File: src/rxwb_pkg.sv
package rxwb_pkg;

  // ----------------------------------------------------------------
  // Descriptor status word layout
  // ----------------------------------------------------------------
  localparam int OWN_BIT = 31;
  localparam int RING_END_BIT = 30;
  localparam int FIRST_SEG_BIT = 29;
  localparam int LAST_SEG_BIT = 28;
  localparam int MCAST_BIT = 27;
  localparam int UCAST_BIT = 26;
  localparam int BCAST_BIT = 25;
  localparam int BUF_EXH_BIT = 24;
  localparam int FIFO_OVR_BIT = 23;
  localparam int OVERSIZE_BIT = 22;
  localparam int ERR_SUM_BIT = 21;
  localparam int UNDERSIZE_BIT = 20;
  localparam int CRC_ERR_BIT = 19;
  localparam int LEN_MSB = 13;
  localparam int LEN_W = 14;

  // ----------------------------------------------------------------
  // Descriptor ring geometry, frame limits and segment buffer depth
  // ----------------------------------------------------------------
  localparam int ADDR_W = 32;
  localparam logic [31:0] DESC_STRIDE = 32'h0000_0010;
  localparam logic [LEN_W-1:0] MAX_LEN = 14'h1000;
  localparam logic [LEN_W-1:0] MIN_LEN = 14'h0040;
  localparam int FIFO_DEPTH = 8;

  // ----------------------------------------------------------------
  // Register map
  // ----------------------------------------------------------------
  localparam logic [7:0] REG_RING_BASE = 8'h00;
  localparam logic [7:0] REG_DESC_PTR = 8'h04;
  localparam logic [7:0] REG_STATION_LO = 8'h08;
  localparam logic [7:0] REG_STATION_HI = 8'h0c;
  localparam logic [7:0] REG_CONTROL = 8'h10;
  localparam logic [7:0] REG_STATUS = 8'h14;
  localparam logic [7:0] REG_COUNT = 8'h18;
  localparam logic [31:0] RING_BASE_RST = 32'h0000_0000;

  // ----------------------------------------------------------------
  // Segment report from the buffer manager
  // ----------------------------------------------------------------
  typedef struct packed {
    logic first;
    logic last;
    logic [47:0] dest;
    logic [LEN_W-1:0] length;
    logic crc_err;
    logic align_err;
    logic buf_exh;
    logic fifo_ovr;
  } rxwb_seg_t;

  localparam int SEG_W = $bits(rxwb_seg_t);

  // ----------------------------------------------------------------
  // Descriptor memory port and write-back engine states
  // ----------------------------------------------------------------
  typedef struct packed {
    logic rd;
    logic wr;
    logic [ADDR_W-1:0] addr;
    logic [31:0] wdata;
  } rxwb_mem_req_t;

  typedef enum logic [2:0] {
    ST_IDLE = 3'b000,
    ST_FETCH = 3'b001,
    ST_WAIT = 3'b010,
    ST_CHECK = 3'b011,
    ST_WRITE = 3'b100,
    ST_DONE = 3'b101
  } rxwb_state_t;

endpackage

File: src/rxwb_fifo.sv
`timescale 1ns/10ps
module rxwb_fifo #(
  parameter int WIDTH = 8,
  parameter int DEPTH = 8
) (
  // Clock and reset
  input wire logic sys_clk,
  input wire logic rst,
  // Fill side
  input wire logic in_valid,
  output logic in_ready,
  input wire logic [WIDTH-1:0] in_data,
  // Drain side
  output logic out_valid,
  input wire logic out_ready,
  output logic [WIDTH-1:0] out_data
);

  localparam int PW = $clog2(DEPTH);

  typedef struct packed {
    logic [PW-1:0] wp;
    logic [PW-1:0] rp;
    logic [PW:0] cnt;
  } rxwb_fifo_st_t;

  rxwb_fifo_st_t st;
  rxwb_fifo_st_t next_st;
  logic [WIDTH-1:0] mem [DEPTH];
  logic push;
  logic pop;

  assign in_ready = (st.cnt != (PW+1)'(DEPTH));
  assign out_valid = (st.cnt != '0);
  assign out_data = mem[st.rp];
  assign push = in_valid && in_ready;
  assign pop = out_valid && out_ready;

  always_comb begin
    next_st = st;
    if (push) begin
      next_st.wp = st.wp + PW'(1);
    end
    if (pop) begin
      next_st.rp = st.rp + PW'(1);
    end
    if (push && !pop) begin
      next_st.cnt = st.cnt + (PW+1)'(1);
    end else if (pop && !push) begin
      next_st.cnt = st.cnt - (PW+1)'(1);
    end
  end

  always_ff @(posedge sys_clk) begin
    if (rst) begin
      st <= '0;
    end else begin
      st <= next_st;
    end
    if (push) begin
      mem[st.wp] <= in_data;
    end
  end

endmodule

File: src/rxwb_writeback.sv
`timescale 1ns/10ps
module rxwb_writeback (
  // Clock and reset
  input wire logic sys_clk,
  input wire logic rst,
  // Segment reports from the buffer manager
  input wire logic seg_valid,
  output logic seg_ready,
  input wire rxwb_pkg::rxwb_seg_t seg_data,
  // Descriptor memory port
  output rxwb_pkg::rxwb_mem_req_t mem_req,
  input wire logic mem_ack,
  input wire logic [31:0] mem_rdata,
  // Register port
  input wire logic [7:0] reg_addr,
  input wire logic [31:0] reg_wdata,
  input wire logic reg_wr,
  input wire logic reg_rd,
  output logic [31:0] reg_rdata,
  // Status outputs
  output logic desc_done,
  output logic host_owned_stall
);

  // ----------------------------------------------------------------
  // State
  // ----------------------------------------------------------------
  typedef struct packed {
    rxwb_pkg::rxwb_state_t state;
    rxwb_pkg::rxwb_mem_req_t req;
    logic [31:0] ring_base;
    logic [31:0] desc_ptr;
    logic [47:0] station;
    logic enable;
    logic ring_end;
    logic [31:0] count;
    logic [31:0] rdata;
    logic done;
    logic stall;
    logic seg_ready;
  } rxwb_st_t;

  rxwb_st_t st;
  rxwb_st_t next_st;

  // ----------------------------------------------------------------
  // Register decoding
  // ----------------------------------------------------------------
  typedef enum logic [2:0] {
    SEL_NONE = 3'b000,
    SEL_RING_BASE = 3'b001,
    SEL_DESC_PTR = 3'b010,
    SEL_STATION_LO = 3'b011,
    SEL_STATION_HI = 3'b100,
    SEL_CONTROL = 3'b101,
    SEL_STATUS = 3'b110,
    SEL_COUNT = 3'b111
  } rxwb_sel_t;

  // One decoder shared by the write and the read path
  function automatic rxwb_sel_t reg_decode(input logic [7:0] addr);
    rxwb_sel_t sel;
    if (addr == rxwb_pkg::REG_RING_BASE) begin
      sel = SEL_RING_BASE;
    end else if (addr == rxwb_pkg::REG_DESC_PTR) begin
      sel = SEL_DESC_PTR;
    end else if (addr == rxwb_pkg::REG_STATION_LO) begin
      sel = SEL_STATION_LO;
    end else if (addr == rxwb_pkg::REG_STATION_HI) begin
      sel = SEL_STATION_HI;
    end else if (addr == rxwb_pkg::REG_CONTROL) begin
      sel = SEL_CONTROL;
    end else if (addr == rxwb_pkg::REG_STATUS) begin
      sel = SEL_STATUS;
    end else if (addr == rxwb_pkg::REG_COUNT) begin
      sel = SEL_COUNT;
    end else begin
      sel = SEL_NONE;
    end
    return sel;
  endfunction

  // Unmapped reads give zero
  function automatic logic [31:0] read_mux(
    input rxwb_sel_t sel,
    input rxwb_st_t s
  );
    logic [31:0] v;
    v = '0;
    if (sel == SEL_RING_BASE) begin
      v = s.ring_base;
    end else if (sel == SEL_DESC_PTR) begin
      v = s.desc_ptr;
    end else if (sel == SEL_STATION_LO) begin
      v = s.station[31:0];
    end else if (sel == SEL_STATION_HI) begin
      v = {16'h0000, s.station[47:32]};
    end else if (sel == SEL_CONTROL) begin
      v = {31'h0000_0000, s.enable};
    end else if (sel == SEL_STATUS) begin
      v = {28'h000_0000, s.stall, s.state};
    end else if (sel == SEL_COUNT) begin
      v = s.count;
    end
    return v;
  endfunction

  rxwb_sel_t reg_sel;

  assign reg_sel = reg_decode(reg_addr);

  logic fifo_valid;
  logic fifo_take;
  rxwb_pkg::rxwb_seg_t seg;
  logic [rxwb_pkg::SEG_W-1:0] seg_bits;
  logic fifo_in_ready;

  assign seg = rxwb_pkg::rxwb_seg_t'(seg_bits);

  // ----------------------------------------------------------------
  // Segment buffer
  // ----------------------------------------------------------------
  rxwb_fifo #(
    .WIDTH(rxwb_pkg::SEG_W),
    .DEPTH(rxwb_pkg::FIFO_DEPTH)
  ) u_fifo (
    .sys_clk(sys_clk),
    .rst(rst),
    .in_valid(seg_valid),
    .in_ready(fifo_in_ready),
    .in_data(seg_data),
    .out_valid(fifo_valid),
    .out_ready(fifo_take),
    .out_data(seg_bits)
  );

  // ----------------------------------------------------------------
  // Status word builder
  // ----------------------------------------------------------------
  function automatic logic [31:0] build_status(
    input rxwb_pkg::rxwb_seg_t s,
    input logic [47:0] station,
    input logic ring_end
  );
    logic [31:0] w;
    logic bcast;
    logic mcast;
    logic over;
    logic under;
    w = '0;
    bcast = (s.dest == {48{1'b1}});
    mcast = s.dest[0] && !bcast;
    over = s.length > rxwb_pkg::MAX_LEN;
    under = s.length < rxwb_pkg::MIN_LEN;
    w[rxwb_pkg::OWN_BIT] = 1'b0;
    w[rxwb_pkg::RING_END_BIT] = ring_end;
    w[rxwb_pkg::FIRST_SEG_BIT] = s.first;
    w[rxwb_pkg::LAST_SEG_BIT] = s.last;
    w[rxwb_pkg::MCAST_BIT] = mcast;
    w[rxwb_pkg::UCAST_BIT] = (s.dest == station);
    w[rxwb_pkg::BCAST_BIT] = bcast;
    w[rxwb_pkg::BUF_EXH_BIT] = s.buf_exh;
    w[rxwb_pkg::FIFO_OVR_BIT] = s.fifo_ovr;
    if (s.last) begin
      w[rxwb_pkg::OVERSIZE_BIT] = over;
      w[rxwb_pkg::UNDERSIZE_BIT] = under;
      w[rxwb_pkg::CRC_ERR_BIT] = s.crc_err;
      w[rxwb_pkg::ERR_SUM_BIT] = s.crc_err || under || over ||
        s.align_err;
      w[rxwb_pkg::LEN_MSB:0] = s.length;
    end
    return w;
  endfunction

  assign fifo_take = (st.state == rxwb_pkg::ST_DONE);

  // ----------------------------------------------------------------
  // Next state
  // ----------------------------------------------------------------
  always_comb begin
    next_st = st;
    next_st.done = 1'b0;
    next_st.rdata = '0;
    next_st.seg_ready = fifo_in_ready;
    if (reg_wr) begin
      if (reg_sel == SEL_RING_BASE) begin
        next_st.ring_base = reg_wdata;
        next_st.desc_ptr = reg_wdata;
      end else if (reg_sel == SEL_STATION_LO) begin
        next_st.station[31:0] = reg_wdata;
      end else if (reg_sel == SEL_STATION_HI) begin
        next_st.station[47:32] = reg_wdata[15:0];
      end else if (reg_sel == SEL_CONTROL) begin
        next_st.enable = reg_wdata[0];
      end
    end
    if (reg_rd) begin
      next_st.rdata = read_mux(reg_sel, st);
    end
    case (st.state)
      rxwb_pkg::ST_IDLE: begin
        if (st.enable && fifo_valid) begin
          next_st.state = rxwb_pkg::ST_FETCH;
        end
      end
      rxwb_pkg::ST_FETCH: begin
        next_st.req.rd = 1'b1;
        next_st.req.wr = 1'b0;
        next_st.req.addr = st.desc_ptr;
        next_st.state = rxwb_pkg::ST_WAIT;
      end
      rxwb_pkg::ST_WAIT: begin
        if (mem_ack) begin
          next_st.req.rd = 1'b0;
          next_st.state = rxwb_pkg::ST_CHECK;
          if (!mem_rdata[rxwb_pkg::OWN_BIT]) begin
            // Host still holds it: wait and poll again
            next_st.stall = 1'b1;
            next_st.state = rxwb_pkg::ST_IDLE;
          end else begin
            next_st.stall = 1'b0;
            next_st.ring_end = mem_rdata[rxwb_pkg::RING_END_BIT];
          end
        end
      end
      rxwb_pkg::ST_CHECK: begin
        // Whole word in one write, so no partial status is visible
        next_st.req.wr = 1'b1;
        next_st.req.addr = st.desc_ptr;
        next_st.req.wdata = build_status(seg, st.station, st.ring_end);
        next_st.state = rxwb_pkg::ST_WRITE;
      end
      rxwb_pkg::ST_WRITE: begin
        if (mem_ack) begin
          next_st.req.wr = 1'b0;
          next_st.state = rxwb_pkg::ST_DONE;
        end
      end
      rxwb_pkg::ST_DONE: begin
        if (st.ring_end) begin
          next_st.desc_ptr = st.ring_base;
        end else begin
          next_st.desc_ptr = st.desc_ptr + rxwb_pkg::DESC_STRIDE;
        end
        next_st.count = st.count + 32'h0000_0001;
        next_st.done = 1'b1;
        next_st.state = rxwb_pkg::ST_IDLE;
      end
      default: begin
        next_st.state = rxwb_pkg::ST_IDLE;
      end
    endcase
  end

  // ----------------------------------------------------------------
  // Registers
  // ----------------------------------------------------------------
  always_ff @(posedge sys_clk) begin
    if (rst) begin
      st <= '0;
      st.ring_base <= rxwb_pkg::RING_BASE_RST;
      st.desc_ptr <= rxwb_pkg::RING_BASE_RST;
    end else begin
      st <= next_st;
    end
  end

  assign mem_req = st.req;
  assign reg_rdata = st.rdata;
  assign desc_done = st.done;
  assign host_owned_stall = st.stall;
  assign seg_ready = st.seg_ready;

endmodule

File: config.mk
export PLATFORM = sky130hd
export DESIGN_NAME = rxwb_writeback
export DESIGN_NICKNAME = d
export VERILOG_FILES = /design/src/rxwb_pkg.sv /design/src/rxwb_fifo.sv /design/src/rxwb_writeback.sv
export SDC_FILE = /design/constraint.sdc
export NUM_CORES = 1
export LEC_CHECK = 0
export BUFFER_PORTS_ARGS = -buffer_cell sky130_fd_sc_hd__buf_2
export CAP_MARGIN = 20
export CELL_PAD_IN_SITES_DETAIL_PLACEMENT = 0
export CELL_PAD_IN_SITES_GLOBAL_PLACEMENT = 2
export CORE_UTILIZATION = 43
export DETAILED_ROUTE_END_ITERATION = 8
export PLACE_DENSITY_LB_ADDON = 0.1
export SLEW_MARGIN = 20
export SYNTH_ARGS = -nofsm -noshare
export SYNTH_HDL_FRONTEND = slang
export SYNTH_SLANG_ARGS = --single-unit
export TNS_END_PERCENT = 10
File: constraint.sdc
create_clock -name sys_clk -period 7.7 [get_ports sys_clk]
set_input_delay 0.77 -clock sys_clk [delete_from_list [all_inputs] [get_ports sys_clk]]
set_output_delay 0.77 -clock sys_clk [all_outputs]
set_load 0.02 [all_outputs]
### After elaboration in Yosys (flattened, before gate mapping)

Memory sizes are Yosys's and may differ from the RTL's. A register that Yosys moved wholly into a read port is not among the register bits.
Cells that the tools add are included.
W data, S select, Z words.

* flip-flop bits (word level): 254
* RAM bits: 544
* input port bits: 146
* output and inout port bits: 101
* word-level logic and storage cells: 131
* memories: 1

Memory list
* u_fifo.mem: depth 8, width 68, read ports 1, clocked after memory_dff 1, write ports 1, line rxwb_fifo.sv:29 `logic [WIDTH-1:0] mem [DEPTH];`

* add/subtract/negate cells: 6
* magnitude comparators: 2
* eq/ne operators: 24
* muxes and demuxes: 43
* bitwise operators: 4
* reductions and logical operators: 32

Operators by type and width (number)
* $mux W32: 11
* $mux W81: 1
* $mux W49: 1
* $eq A48 B48 Y1: 1
* $eq A48 B48 Y1 const B: 1
* $mux W3: 11
* $add A32 B1 Y32 const B: 1
* $add A32 B5 Y32 const B: 1
* $mux W16: 2
* $eq A8 B5 Y1 const B: 3
* $eq A3 B3 Y1 const B: 6
* $eq A8 B4 Y1 const B: 2
* $mux W4: 4
* $pmux W3 S5: 1
* $gt A14 B13 Y1 const B: 1
* $lt A14 B7 Y1 const B: 1
* $mux W14: 1
* $eq A3 B2 Y1 const B: 4
* $reduce_and A2 Y1: 5
* $reduce_and A3 Y1: 3
* $eq A8 B3 Y1 const B: 1
* $logic_not A8 Y1: 1
* $mux W1: 8
* $reduce_bool A2 Y1: 4
* 19 further kinds: 36

### Logic depth before layout (Yosys ltp)

Gate-level depths: netlist of run 1.

* depth in word-level cells: 16
* depth in mapped cells: 13
* depth with buffers taken out: 12

### Modules after synthesis

A second synthesis of run 1 with hierarchy kept.

* cells, all modules: 2381
* area, all modules: 33125.5 sq um

By module, submodules not included
* rxwb_fifo: times used 1, cells an instance 859, area an instance 21010.2 sq um, seq. area each 16595.9 sq um
* rxwb_writeback: times used 1, cells an instance 1522, area an instance 12115.4 sq um, seq. area each 4884.7 sq um

### Worst setup path after synthesis of run 1

OpenSTA, ideal clock, no wires.

* path type: input -> register
* from: in seg_valid
* to: mem u_fifo.mem[0][0] (netlist bit) (enable)
* library setup time: 578 ps
* data arrival time: 5916 ps
* data required time: 7122 ps
* path slack: 1206 ps
* cell stages on the path: 3
* buffers on the path: 0
* cells stage by stage: a21boi_1 nand2b_1 nor3_1

* longest elaborated chain between the ends: 3

RTL lines
* from (decl): line rxwb_writeback.sv:7 `input wire logic seg_valid,`
* $logic_and A1 B1 Y1: line rxwb_fifo.sv:36 `assign push = in_valid && in_ready;`
* $mux W1: line rxwb_fifo.sv:60 `if (push) begin`
* $mux W1 (implied by the code): line rxwb_fifo.sv:61 `mem[st.wp] <= in_data;`
* to (decl): line rxwb_fifo.sv:29

No other way between the ends.

==> out/results.txt, run 1 <==
The run finished with clean final reports. In this run, synthesis inferred 544 flip-flops with an integrated enable. The total of flip-flops plus latches after synthesis was 801; the met3 track demand over resource in global routing was 0.0352.

Worst path required time: 8.27 ns. Post-route clock period utilization: 0.480. The average instance in the mapped netlist occupies 13.7 µm². For the count of placed standard cells including taps, the log shows 3459. The tools report the initial core utilization as 0.436. The run gives 0.0214 ns as the clock tree skew after final layout. The mapped netlist covers 33100 µm². After detailed placement, the total cell area comes to 34400 µm². The min-delay analysis places its worst path in the category in2reg. Gates resized during post-CTS repair numbered 0. Counting I/O delays and the setup requirement, the final critical path takes 3.70 ns. Number of antenna violations at the first check in global routing: 12.

After detailed routing, the average wire length per cell comes to 23.3 µm. The run gives 0 as the number of post-CTS setup repair buffers. The share of final-layout standard cells stronger than drive strength 1 came out at 0.197. Entering global routing, the biggest net connects 109 pins.

In this run the deepest clock path goes through 3 buffers. Critical path startpoint category: a register. Synthesis handed over a netlist of 2417 instances.

The worst setup path is of the reg2reg kind. After detailed routing, the total wire length is 84.3 mm. The run gives 71 as the count of cell types in the netlist. The dominant register cell in the synthesized netlist is sky130_fd_sc_hd__edfxtp_1. Setup repair after global routing left no endpoint under its margin. Ranked by total cell area, the synthesized netlist is headed by sky130_fd_sc_hd__edfxtp_1 (49%), sky130_fd_sc_hd__dfxtp_1 (16%), sky130_fd_sc_hd__mux4_2 (6.9%). The run gives 86 as the number of buffers created by CTS. The worst hold path begins at seg_data[2].

The global-route wire length before repair came out at 126 mm. The global routing usage summed across all routing layers was 0.216. Detailed placement ended at an HPWL of 53.4 mm. For this design the static power due to leakage is 12.2 nW.

The logs give 0 for the global route total overflow and 0 for the final count of hold timing violations. The met2 routing resource usage after global routing was 0.356. Of all nets on the critical path, the largest fanout is 37. For the total negative slack for setup checks, the log shows 0 ns.

In this run the vertical extent of the chip is 280 µm. The logs give 270 MHz for the maximum operating frequency and 76100 µm² for the area of the placeable core. In this run the remaining antenna-violating nets after routing total 0. Measured slew at the worst slew-check pin: 1.02 ns. The last element of the critical path is mem_req[25]$_SDFFE_PP0P_. The sequential share of the synthesized area was 0.648; the async set or reset register ratio after synthesis was 0.

The logs give 0.64 ns for the clock network latency to the later pin of the worst-skew pair and 19600 for the total number of vias. The pre-antenna-repair detailed-routing pass consisted of 5 iterations. The area overhead of the layout relative to synthesis is 12.1%, and the met1 routing resource usage after global routing is 0.296.

In this run the count of I/O pins placed on the die edge is 247. The final layout contains 2671 nets. In the routed design, unresolved DRC markers number 0.

The number of I/O port buffers is 210, and the number of max-cap violations is 0. The share of Yosys cell area claimed by the top area cell type works out to 0.493. Largest area contributor in the synthesized netlist: sky130_fd_sc_hd__edfxtp_1. The die is 280 µm wide. The tools report the total of fill cells in the finished design as 6663. The logs give 19800 for the number of global-route vias before repair and 0 for the Yosys warning count. The congestion estimate from routability-driven global placement came to 0.806. Setup violation total in the final timing report: 0. Clock-pin slew reported for the worst setup and hold paths after clock tree synthesis: 0.06 ns. Excluding fillers, the count of instances in the completed layout stands at 3622. Relative slew slack: 0.316.

The number of standard-cell rows in the floorplan is 101. Counting cells, the worst reg-to-reg path comes to 7. Slack of the worst reg-to-reg path: 4.00 ns. The category of the worst setup path capture point was a register. After clock tree synthesis, the flow added hold-fix buffers numbering 0. The tools report the post-route standard cell area excluding fillers as 37100 µm².

The tools report the capture point of the worst reg-to-reg path as mem_req[25]$_SDFFE_PP0P_. The tools report the CTS sink count as 801. After detailed routing, the number of vias per cell comes to 5.41. The cell sitting at the root of the clock tree is a sky130_fd_sc_hd__clkbuf_16. Data on the critical path arrives at its endpoint at 4.27 ns. The H-tree was split into 3 levels. Number of max-slew violations in the final report: 0. The layer flagged by global routing as most heavily used is met2. The tools report the initial detailed-routing violation count as 1478. TritonCTS built the clock tree.

Power spread over the standard cell area amounts to 248 nW/µm². VDD sags by at most 0.207 mV. The die covers 78200 µm².
==> through the flow <==
stage	setup WS, ns	total power, mW	hold WS [ns]	utilization
6_report	4.00	9.21	0.389	0.488
5_1_grt	3.76	9.52	0.381	0.488
4_1_cts	3.90	9.31	0.353	0.488
3_5_place_dp	3.93	5.30	0.445	0.452
3_3_place_gp	3.94	5.29	0.441	0.452
2_1_floorplan	1.21	5.10	0.437	-
==> critical path: stages, from the launching register on <==
cell and delay, ns:
sky130_fd_sc_hd__dfxtp_4 0.67, sky130_fd_sc_hd__buf_4 0.65, sky130_fd_sc_hd__nor2_1 0.40, sky130_fd_sc_hd__a221oi_1 0.78
sky130_fd_sc_hd__nand2_1 0.08, sky130_fd_sc_hd__or4_1 0.57, sky130_fd_sc_hd__nor4_2 0.25, sky130_fd_sc_hd__a22o_1 0.19
==> per-layer routing <==
metal | wire length [µm] | share of wire
met5 | 94 | 0.0011
met4 | 1640 | 0.019
met3 | 4170 | 0.050
met2 | 40900 | 0.49
met1 | 37500 | 0.44
==> cell usage after synthesis (3+ instances only) <==
cell type,count
sky130_fd_sc_hd__mux2i_1,78
sky130_fd_sc_hd__xnor2_1,47
sky130_fd_sc_hd__nand3_1,42
sky130_fd_sc_hd__buf_4,113
sky130_fd_sc_hd__nor4_2,4
sky130_fd_sc_hd__inv_1,16
sky130_fd_sc_hd__mux4_2,101
sky130_fd_sc_hd__ha_1,7
sky130_fd_sc_hd__a22oi_1,71
sky130_fd_sc_hd__buf_6,7
sky130_fd_sc_hd__xor2_1,44
sky130_fd_sc_hd__buf_12,5
sky130_fd_sc_hd__or3_1,15
sky130_fd_sc_hd__clkbuf_1,86
sky130_fd_sc_hd__dfxtp_1,257
sky130_fd_sc_hd__a311oi_1,23
sky130_fd_sc_hd__nand2b_1,23
sky130_fd_sc_hd__and3_1,10
sky130_fd_sc_hd__a211oi_1,20
sky130_fd_sc_hd__mux4_1,24
sky130_fd_sc_hd__nor3_1,20
sky130_fd_sc_hd__nand3b_1,7
sky130_fd_sc_hd__nand4_1,23
sky130_fd_sc_hd__and4_1,7
sky130_fd_sc_hd__nor2_1,113
sky130_fd_sc_hd__a31oi_1,6
sky130_fd_sc_hd__o21ai_0,32
sky130_fd_sc_hd__buf_2,25
sky130_fd_sc_hd__edfxtp_1,544
sky130_fd_sc_hd__mux2_2,4
sky130_fd_sc_hd__a21oi_1,212
sky130_fd_sc_hd__nor4_1,15
sky130_fd_sc_hd__a221oi_1,12
sky130_fd_sc_hd__nor2b_1,12
sky130_fd_sc_hd__a22o_1,3
sky130_fd_sc_hd__o31ai_1,3
sky130_fd_sc_hd__nand2_1,337
sky130_fd_sc_hd__and2_1,8
==> final cells by class <==
type | instances | area, µm² | area share
Antenna cell | 3 | 7.51 | 0.000202
Clock buffer | 105 | 2280 | 0.0615
Clock inverter | 55 | 465 | 0.0125
Inverter | 17 | 63.8 | 0.00172
Multi-Input combinational cell | 1361 | 10200 | 0.273
Sequential cell | 801 | 21500 | 0.579
Tap cell | 1030 | 1290 | 0.0347
Timing Repair Buffer | 250 | 1380 | 0.0372
==> flip-flops by register name, indices dropped and copies added, names as in the netlist, named ones only <==
signal,flops
desc_done,1
host_owned_stall,1
mem_req,60
reg_rdata,32
seg_ready,1
st,149
u_fifo.mem,544
u_fifo.st,10
==> cells in the final DEF (no fill, tap or decap), types with 18 or more instances in the layout <==
| cell | netlist | final |
|---|---|---|
| sky130_fd_sc_hd__mux2i_1 | 78 | 78 |
| sky130_fd_sc_hd__clkinv_2 | 0 | 19 |
| sky130_fd_sc_hd__nand3_1 | 42 | 41 |
| sky130_fd_sc_hd__nand4_1 | 23 | 23 |
| sky130_fd_sc_hd__clkbuf_16 | 0 | 87 |
| sky130_fd_sc_hd__buf_4 | 113 | 38 |
| sky130_fd_sc_hd__nand2b_1 | 23 | 23 |
| sky130_fd_sc_hd__xor2_1 | 44 | 44 |
| sky130_fd_sc_hd__mux4_1 | 24 | 24 |
| sky130_fd_sc_hd__a21oi_1 | 212 | 212 |
| sky130_fd_sc_hd__a311oi_1 | 23 | 23 |
| sky130_fd_sc_hd__o21ai_0 | 32 | 32 |
| sky130_fd_sc_hd__a22oi_1 | 71 | 71 |
| sky130_fd_sc_hd__mux4_2 | 101 | 101 |
| sky130_fd_sc_hd__nor2_1 | 113 | 105 |
| sky130_fd_sc_hd__edfxtp_1 | 544 | 544 |
| sky130_fd_sc_hd__xnor2_1 | 47 | 47 |
| sky130_fd_sc_hd__nor3_1 | 20 | 18 |
| sky130_fd_sc_hd__buf_2 | 25 | 209 |
| sky130_fd_sc_hd__dfxtp_1 | 257 | 253 |
| sky130_fd_sc_hd__nand2_1 | 337 | 336 |
| sky130_fd_sc_hd__a211oi_1 | 20 | 20 |
| sky130_fd_sc_hd__clkinv_1 | 0 | 21 |
==> power by group <==
| part | internal, mW | switching, mW | total, mW |
|---|---|---|---|
| sequential | 4.72 | 0.0327 | 4.75 |
| combinational | 0.155 | 0.299 | 0.454 |
| clock | 2.29 | 1.71 | 4.00 |
==> how the worst min path moves through the flow <==
stage	endpoint	slack, ns	cells after the start
finish	u_fifo.mem[2][2]$_DFFE_PP_	0.39	1
global route	st[90]$_SDFFE_PP0P_	0.38	3
CTS	st[67]$_SDFFE_PP0P_	0.35	3
detailed placement	mem_req[2]$_SDFFE_PP0P_	0.44	2
global placement	mem_req[51]$_SDFFE_PP0P_	0.44	2
floorplan	mem_req[0]$_SDFFE_PP0P_	0.44	2
==> logic make-up after synthesis <==
kind of cell             synth area share
other                            0.000113
buffers and inverters              0.0482
XOR/XNOR                           0.0241
flip-flops                          0.648
AO/OA/AOI/OAI                      0.0737
multiplexers                        0.114
AND/OR/NAND/NOR                    0.0880
adder cells (fa/ha/maj)           0.00325
Power figures use the tool's default switching activity.
==> run 2, diff against run 1 <==
ABC_AREA = 1   (was unset)
CORE_UTILIZATION = 35   (was 43)
clock period = 3.18 ns   (was 7.7 ns; I/O delays follow)
==> out/results.txt, run 2 <==
The wire-length estimate of the detail-placed layout is 80.8 mm. In this run the standard cell core region covers 98700 µm². Dividing the detail-routed via count by the number of cells gives 5.02.

Setup repair after global routing left no endpoint under its margin. The worst hold-check path type was in2reg. Flip-flop count of the largest register, all copies and words added: 544. Yosys mapped the design onto 57 distinct sky130hd cell types. The clock tree synthesis step divided the H-tree into 3 levels. In the final timing run, aggregate negative setup slack is 0 ns. By area the synthesized netlist is led by sky130_fd_sc_hd__edfxtp_1 (47%), sky130_fd_sc_hd__dfxtp_1 (15%), sky130_fd_sc_hd__nand2_1 (8.9%). In this run the core area contains 115 standard-cell rows.

Summing all non-filler instances in the final layout gives an area of 41600 µm². The run finished with clean final reports. STA puts the critical path data required time at 3.79 ns. The maximum buffer depth of the clock tree is 3, and the die area is 101000 µm². The detail route stage leaves a number of antenna-violating nets equal to 0. The share of final-layout standard cells stronger than drive strength 1 works out to 0.128. For the pin with the worst max-slew slack, the measured transition is 1.05 ns. The largest net degree at the start of global routing is 90.

The final count of hold timing violations came out at 0. Pin placement for this block handled 247 I/O pins. For this run, the detailed router's first-pass iteration total came to 5. The library cell used most frequently in the layout, excluding fill and tap cells, is sky130_fd_sc_hd__nand2_1. The relative slew slack is 0.297, and the leakage power figure is 16.2 nW. Across the VDD grid, the largest voltage drop is 0.416 mV.

Once placement completed, the tool counted placed cells totaling 5060. From left edge to right edge, the die measures 318 µm. The die is 318 µm tall. The final layout contains routed wiring with a total length of 118 mm. The dominant register cell in the synthesized netlist is sky130_fd_sc_hd__edfxtp_1. The number of buffers created by CTS came out at 93. The detailed router placed 26800 vias in this run. The placed instance area came out at 37400 µm². The global routing usage summed across all routing layers is 0.231. The post-route clock period utilization was 0.845; the synthesized netlist cell count was 3742. The most common cell in the synthesized netlist is sky130_fd_sc_hd__nand2_1. Counting instances in the post-synthesis netlist gives the leading cell types as sky130_fd_sc_hd__nand2_1 (831), sky130_fd_sc_hd__edfxtp_1 (544), sky130_fd_sc_hd__nor2_1 (442), sky130_fd_sc_hd__inv_1 (357), sky130_fd_sc_hd__nand3_1 (273). For the number of global-route vias before repair, the log shows 26000. The tools report the global-route wire length before repair as 174 mm. Summing every instance area after synthesis gives 35000 µm².

After global routing the overflow that remains totals 0. The final estimated routing congestion in global placement was 0.911; the number of I/O port buffers was 210. The tools report the clock tree root driver cell as sky130_fd_sc_hd__clkbuf_16. The worst setup path is launched from a register. TritonCTS built the clock tree. The initial detailed-routing violation count came out at 2224. The async set or reset register ratio after synthesis works out to 0. The sequential share of the synthesized area is 0.613, and the power per cell area is 575 nW/µm². The setup violation total in the final timing report was 0. The logs give 0.355 for the initial core utilization and 0.0324 ns for the hold slack.

The run gives 0 as the number of max-slew violations in the final report. The share of Yosys cell area claimed by the top area cell type was 0.467; the number of post-CTS setup repair buffers was 0. After layout, the minimum clock period comes to 2.69 ns. The critical path in this run is classified as reg2reg. The total of fill cells in the finished design was 9667; the total of flip-flops plus latches after synthesis was 801.

After detailed routing, the number of remaining DRC violations is 0. In this run the worst path has a maximum fanout of 58. For the number of antenna violations at the first check in global routing, the log shows 6. Counting every sink on the clock net gives 801. Register with the most flip-flops: u_fifo.mem. The average wire per cell in the routed design is 22.2 µm. Registers take 21500 µm². In the layout the commonest cells are sky130_fd_sc_hd__nand2_1 (831), sky130_fd_sc_hd__edfxtp_1 (544), sky130_fd_sc_hd__nor2_1 (431).

The finished layout holds 5329 standard cells, fillers aside. The logs give 4115 for the final net count and 372 MHz for the maximum operating frequency. From synthesis to final layout, the design area changed by 18.9%.

The Yosys warning count is 0. STA classifies the critical path endpoint as a register. At the later pin of the worst-skew pair, clock insertion delay measures 0.69 ns. After clock tree synthesis, the clock-pin slew on the worst setup and hold paths is 0.06 ns. Across the run, the number of max-cap violations was 0. The run gives 0.0395 ns as the clock tree skew after final layout. The count of flip-flops with a built-in enable after synthesis was 544. Averaged over all synthesized cells, the footprint is 9.36 µm². Summing all multi-input logic gate instances after layout gives 10600 µm². The largest area contributor in the synthesized netlist was sky130_fd_sc_hd__edfxtp_1. STA puts the critical path data arrival time at 3.30 ns.
## run 2: cell count changes in the layout (fill, tap and decap cells not counted), sizes merged, moves of 93 or more
cell and change:
nand2 +497, inv +348, nor2 +342, o21ai +248, nand3 +235, mux4 -125, dlygate4sd3 +93
## run 2: metal layers
layer  global-route usage  wire (µm)
met5                    0         55
met2                0.386      56500
met3               0.0380       6020
met4               0.0652       2990
met1                0.309      52500
## run 2: final timing paths
kind              slack, ns  depth (start not counted)                  endpoint                       from
hold reg to reg        0.46                          2                  register  u_fifo.st[6]$_SDFFE_PP0P_
setup / recovery       0.49                         10  mem_req[21]$_SDFFE_PP0P_                   register
setup reg to reg       0.49                         10  mem_req[21]$_SDFFE_PP0P_                   register
hold / removal         0.03                          3       st[93]$_SDFFE_PP0P_              reg_wdata[24]
## run 2: metrics by stage
stage / power, mW / worst slack [ns] / utilization
after global routing: 24.8 / 0.256 / 0.422
final: 24.0 / 0.492 / 0.422
after floorplan: 12.2 / -1.09 / -
after global placement: 12.8 / 0.540 / 0.379
after detailed placement: 12.8 / 0.504 / 0.379
after CTS: 24.2 / 0.482 / 0.422
## run 2: cells by family after synthesis
family / count (synthesis) / synth area share
adder cells (fa/ha/maj): 8 / 0.00307
flip-flops: 801 / 0.613
buffers and inverters: 654 / 0.0865
AO/OA/AOI/OAI: 605 / 0.0947
XOR/XNOR: 30 / 0.00750
AND/OR/NAND/NOR: 1643 / 0.195
other: 1 / 0.000107
## run 2: report_power, final
| group | leakage (nW) | internal [mW] | total (mW) | switching (mW) |
|---|---|---|---|---|
| clock | 1.60 | 6.82 | 11.3 | 4.49 |
| sequential | 7.01 | 11.4 | 11.4 | 0.0576 |
| combinational | 7.61 | 0.394 | 1.22 | 0.829 |
## run 2: worst max-delay path, stage by stage, from the launching register on
cell and delay, ns:
sky130_fd_sc_hd__dfxtp_4 0.40, sky130_fd_sc_hd__buf_4 0.54, sky130_fd_sc_hd__buf_4 0.44, sky130_fd_sc_hd__o21ai_0 0.15, sky130_fd_sc_hd__o21ai_1 0.14, sky130_fd_sc_hd__a21oi_1 0.05, sky130_fd_sc_hd__a31oi_1 0.30, sky130_fd_sc_hd__nor2_1 0.12
sky130_fd_sc_hd__nand4_1 0.10, sky130_fd_sc_hd__nand2_1 0.13, sky130_fd_sc_hd__a21oi_1 0.15
## run 2: area by class of cell
type	instances	share of cell area
sequential	801	0.516
multi-input combinational	2292	0.254
timing repair buffer	407	0.0793
clock buffer	122	0.0611
tap	1287	0.0387
inverter	366	0.0332
clock inverter	52	0.0171
antenna	2	0.000120
## run 2: repair_timing
action,in CTS,in global routing
endpoints found under the hold margin,580,0
resized for setup,0,0
hold buffers,93,0
==> run 3, diff against run 2 <==
ABC_AREA = 0   (was 1)
CORE_UTILIZATION = 43   (was 35)
clock period = 2.5 ns   (was 3.18 ns; I/O delays follow)
==> out/results.txt, run 3 (same netlist as run 1, synthesis figures left out) <==
The run finished, with violations left. The checks that failed: negative setup slack. At the pin with the least slew margin, the transition time is 0.701 ns. Clock tree synthesis selected as its root buffer the cell sky130_fd_sc_hd__clkbuf_16. The number of standard-cell rows in the floorplan is 101, and the post-route non-filler standard cell count is 3901. Counting tap cells, the placed design contains a total of 3621 instances. The post-route clock period utilization was 1.04; the total number of vias was 21000. In this design, the largest share of critical-path delay is due to buffers and inverters.

Worst hold-check path type: in2reg. The final count of hold timing violations is 0, and the flip-flop count of the largest register, all copies and words added is 544. The global routing usage summed across all routing layers was 0.230. Leaving out fill and tap cells, the most frequent cells in the layout are sky130_fd_sc_hd__edfxtp_1 (544), sky130_fd_sc_hd__nand2_1 (335), sky130_fd_sc_hd__dfxtp_1 (250). I/O pin total: 247. The leakage power figure is 13.8 nW, and the remaining antenna violation count is 0. Across the routed clock network, the largest skew measured is 0.0600 ns. The final worst slack was -0.111 ns. For the placed instance area, the log shows 36200 µm².

The clock reaches the later pin of the worst-skew pair after 0.68 ns. The number of max-slew violations in the final report was 0; the total DRC errors in the routed layout was 0. In this run the vertical extent of the chip is 280 µm.

The die width was 280 µm; the average wire per cell in the routed design was 23.1 µm. Data on the critical path is required at its endpoint by 3.05 ns. The tools report the area of the placeable core as 76100 µm².

The H-tree was split into 3 levels. Final net count: 2955. The layout has 6455 filler cells.

The tools report the initial core utilization as 0.436. The critical path goes through buf_12, buf_16, buf_6, buf_4, mux4_1, o21ai_1, buf_4, xnor2_1, nor4_2, nand4_1, o31ai_1. Relative to the synthesized area, the layout overhead comes to 22.6%.

Hold timing on the final database bottoms out at a slack of 0.0633 ns. The first TritonRoute pass finished after 6 iterations. The run gives 78200 µm² as the die area.

The number of buffers and inverters on the critical path is 5. Most common library cell in the layout ignoring fill and taps: sky130_fd_sc_hd__edfxtp_1. The worst setup path is launched from a register. 0 antenna diodes ended up in the layout. After layout, the minimum clock period comes to 2.61 ns. Largest fanout on the critical path: 7. The total overflow left after global routing is 0.

No sink is reached through more buffers than the 3 on the longest clock path. The most repeated library cell on the critical path was sky130_fd_sc_hd__buf_4. For this run, the slowest stage of the critical path takes 0.52 ns.

TritonCTS built the clock tree. The first global-routing pass estimated 134 mm of wire. The design draws 29.7 mW.

Max-cap violations in this run came to 0. Summing all non-filler instances in the final layout gives an area of 40600 µm². Across the VDD grid, the largest voltage drop is 0.613 mV. Setup violations remaining at the end of the flow were counted as 4. The standard cell with the maximum stage delay on the critical path is sky130_fd_sc_hd__mux4_1. The CTS sink count is 801, and the routed wire length is 90.0 mm. STA puts the critical path data arrival time at 3.16 ns.

Dividing total power by cell area gives a power density of 731 nW/µm². Routability-driven placement finished with a final weighted congestion of 0.840. For the post-layout utilization of the core, the log shows 0.534. The number of antenna violations at the first check in global routing came out at 4. Ranked by flip-flop count, first place goes to u_fifo.mem.

STA classifies the critical path endpoint as a register. The number of I/O port buffers was 210. The critical path is of the reg2reg type. Setup repair after global routing could not meet its margin everywhere. Clock-pin slew was measured on the worst setup and hold paths at 0.06 ns.

Detailed placement finished with a half-perimeter wire length of 60.9 mm. The share of final-layout standard cells stronger than drive strength 1 is 0.255, and the initial detailed-routing violation count is 1571. The relative slew slack was 0.533; the largest net degree at the start of global routing was 84. In the routed layout, each cell is associated on average with a via count of 5.39.

The run gives 383 MHz as the maximum operating frequency. Number of global-route vias before repair: 21000. The run gives 86 as the number of buffers created by CTS.
## run 3: cell types whose count changed in the layout (fill, tap and decap cells not counted), moves of 23 or more
cell | previous run | this run
sky130_fd_sc_hd__nand2_1 | 831 | 335
sky130_fd_sc_hd__inv_1 | 356 | 16
sky130_fd_sc_hd__nor2_1 | 431 | 104
sky130_fd_sc_hd__o21ai_0 | 265 | 29
sky130_fd_sc_hd__nand3_1 | 273 | 41
sky130_fd_sc_hd__mux4_2 | 0 | 102
sky130_fd_sc_hd__buf_4 | 61 | 162
sky130_fd_sc_hd__a22oi_1 | 1 | 71
sky130_fd_sc_hd__mux2i_1 | 0 | 67
sky130_fd_sc_hd__xnor2_1 | 5 | 47
sky130_fd_sc_hd__o22ai_1 | 32 | 0
sky130_fd_sc_hd__a311oi_1 | 0 | 23
sky130_fd_sc_hd__mux4_1 | 0 | 23
## run 3: per-layer routing
layer / vias to the layer above / global-route usage / part of all wire
met5: - / 0 / 0.00053
met4: 8 / 0.0661 / 0.023
met3: 124 / 0.0356 / 0.053
met2: 572 / 0.380 / 0.49
met1: 10600 / 0.315 / 0.44
li1: 9722 / - / -
## run 3: worst paths after layout
check                                               from                        to  slack (ns)  depth (start not counted)
worst min-delay path                         reg_addr[7]       st[68]$_SDFFE_PP0P_        0.06                          5
worst max-delay path                            register  mem_req[26]$_SDFFE_PP0P_       -0.11                         11
worst min register to register  mem_req[56]$_SDFFE_PP0P_  mem_req[56]$_SDFFE_PP0P_        0.45                          2
worst max register to register                  register  mem_req[26]$_SDFFE_PP0P_       -0.11                         11
## run 3: timing repair
action / CTS / global route
hold buffers: 108 / 0
endpoints found under the hold margin: 681 / 0
buffers inserted: 14 / 0
gates resized for setup: 45 / 12
pin swaps: 10 / 4
setup endpoints to repair: 5 / 8
gates cloned: 0 / 0
## run 3: stage by stage
step,setup WS [ns],setup TNS [ns]
floorplan,-0.424,-57.76
global placement,-0.314,-0.719
detailed placement,-0.260,-0.810
CTS,-0.0972,-0.285
global route,-0.239,-0.931
finish,-0.111,-0.326
## run 3: cell type report
class	count	area (µm²)	share of cell area
repair buffers	534	4370	0.108
clock inverters	37	553	0.0136
well taps	1030	1290	0.0317
multi-input cells	1361	10400	0.256
clock buffers	121	2440	0.0600
inverters	17	63.8	0.00157
flip-flops and latches	801	21500	0.529
## run 3: power by group
part / internal (mW) / leakage (nW) / total (mW) / switching, mW
combinational: 0.842 / 5.33 / 1.89 / 1.05
sequential: 14.5 / 7.01 / 14.6 / 0.119
clock: 7.72 / 1.45 / 13.1 / 5.42
total: 23.1 / 13.8 / 29.7 / 6.59
## run 3: tightest hold or removal path, delay by kind of cell
family / cells / cell delay (ns)
buffers and inverters: 1 / 0.09
and+or+nand+nor: 3 / 0.27
muxes: 1 / 0.08
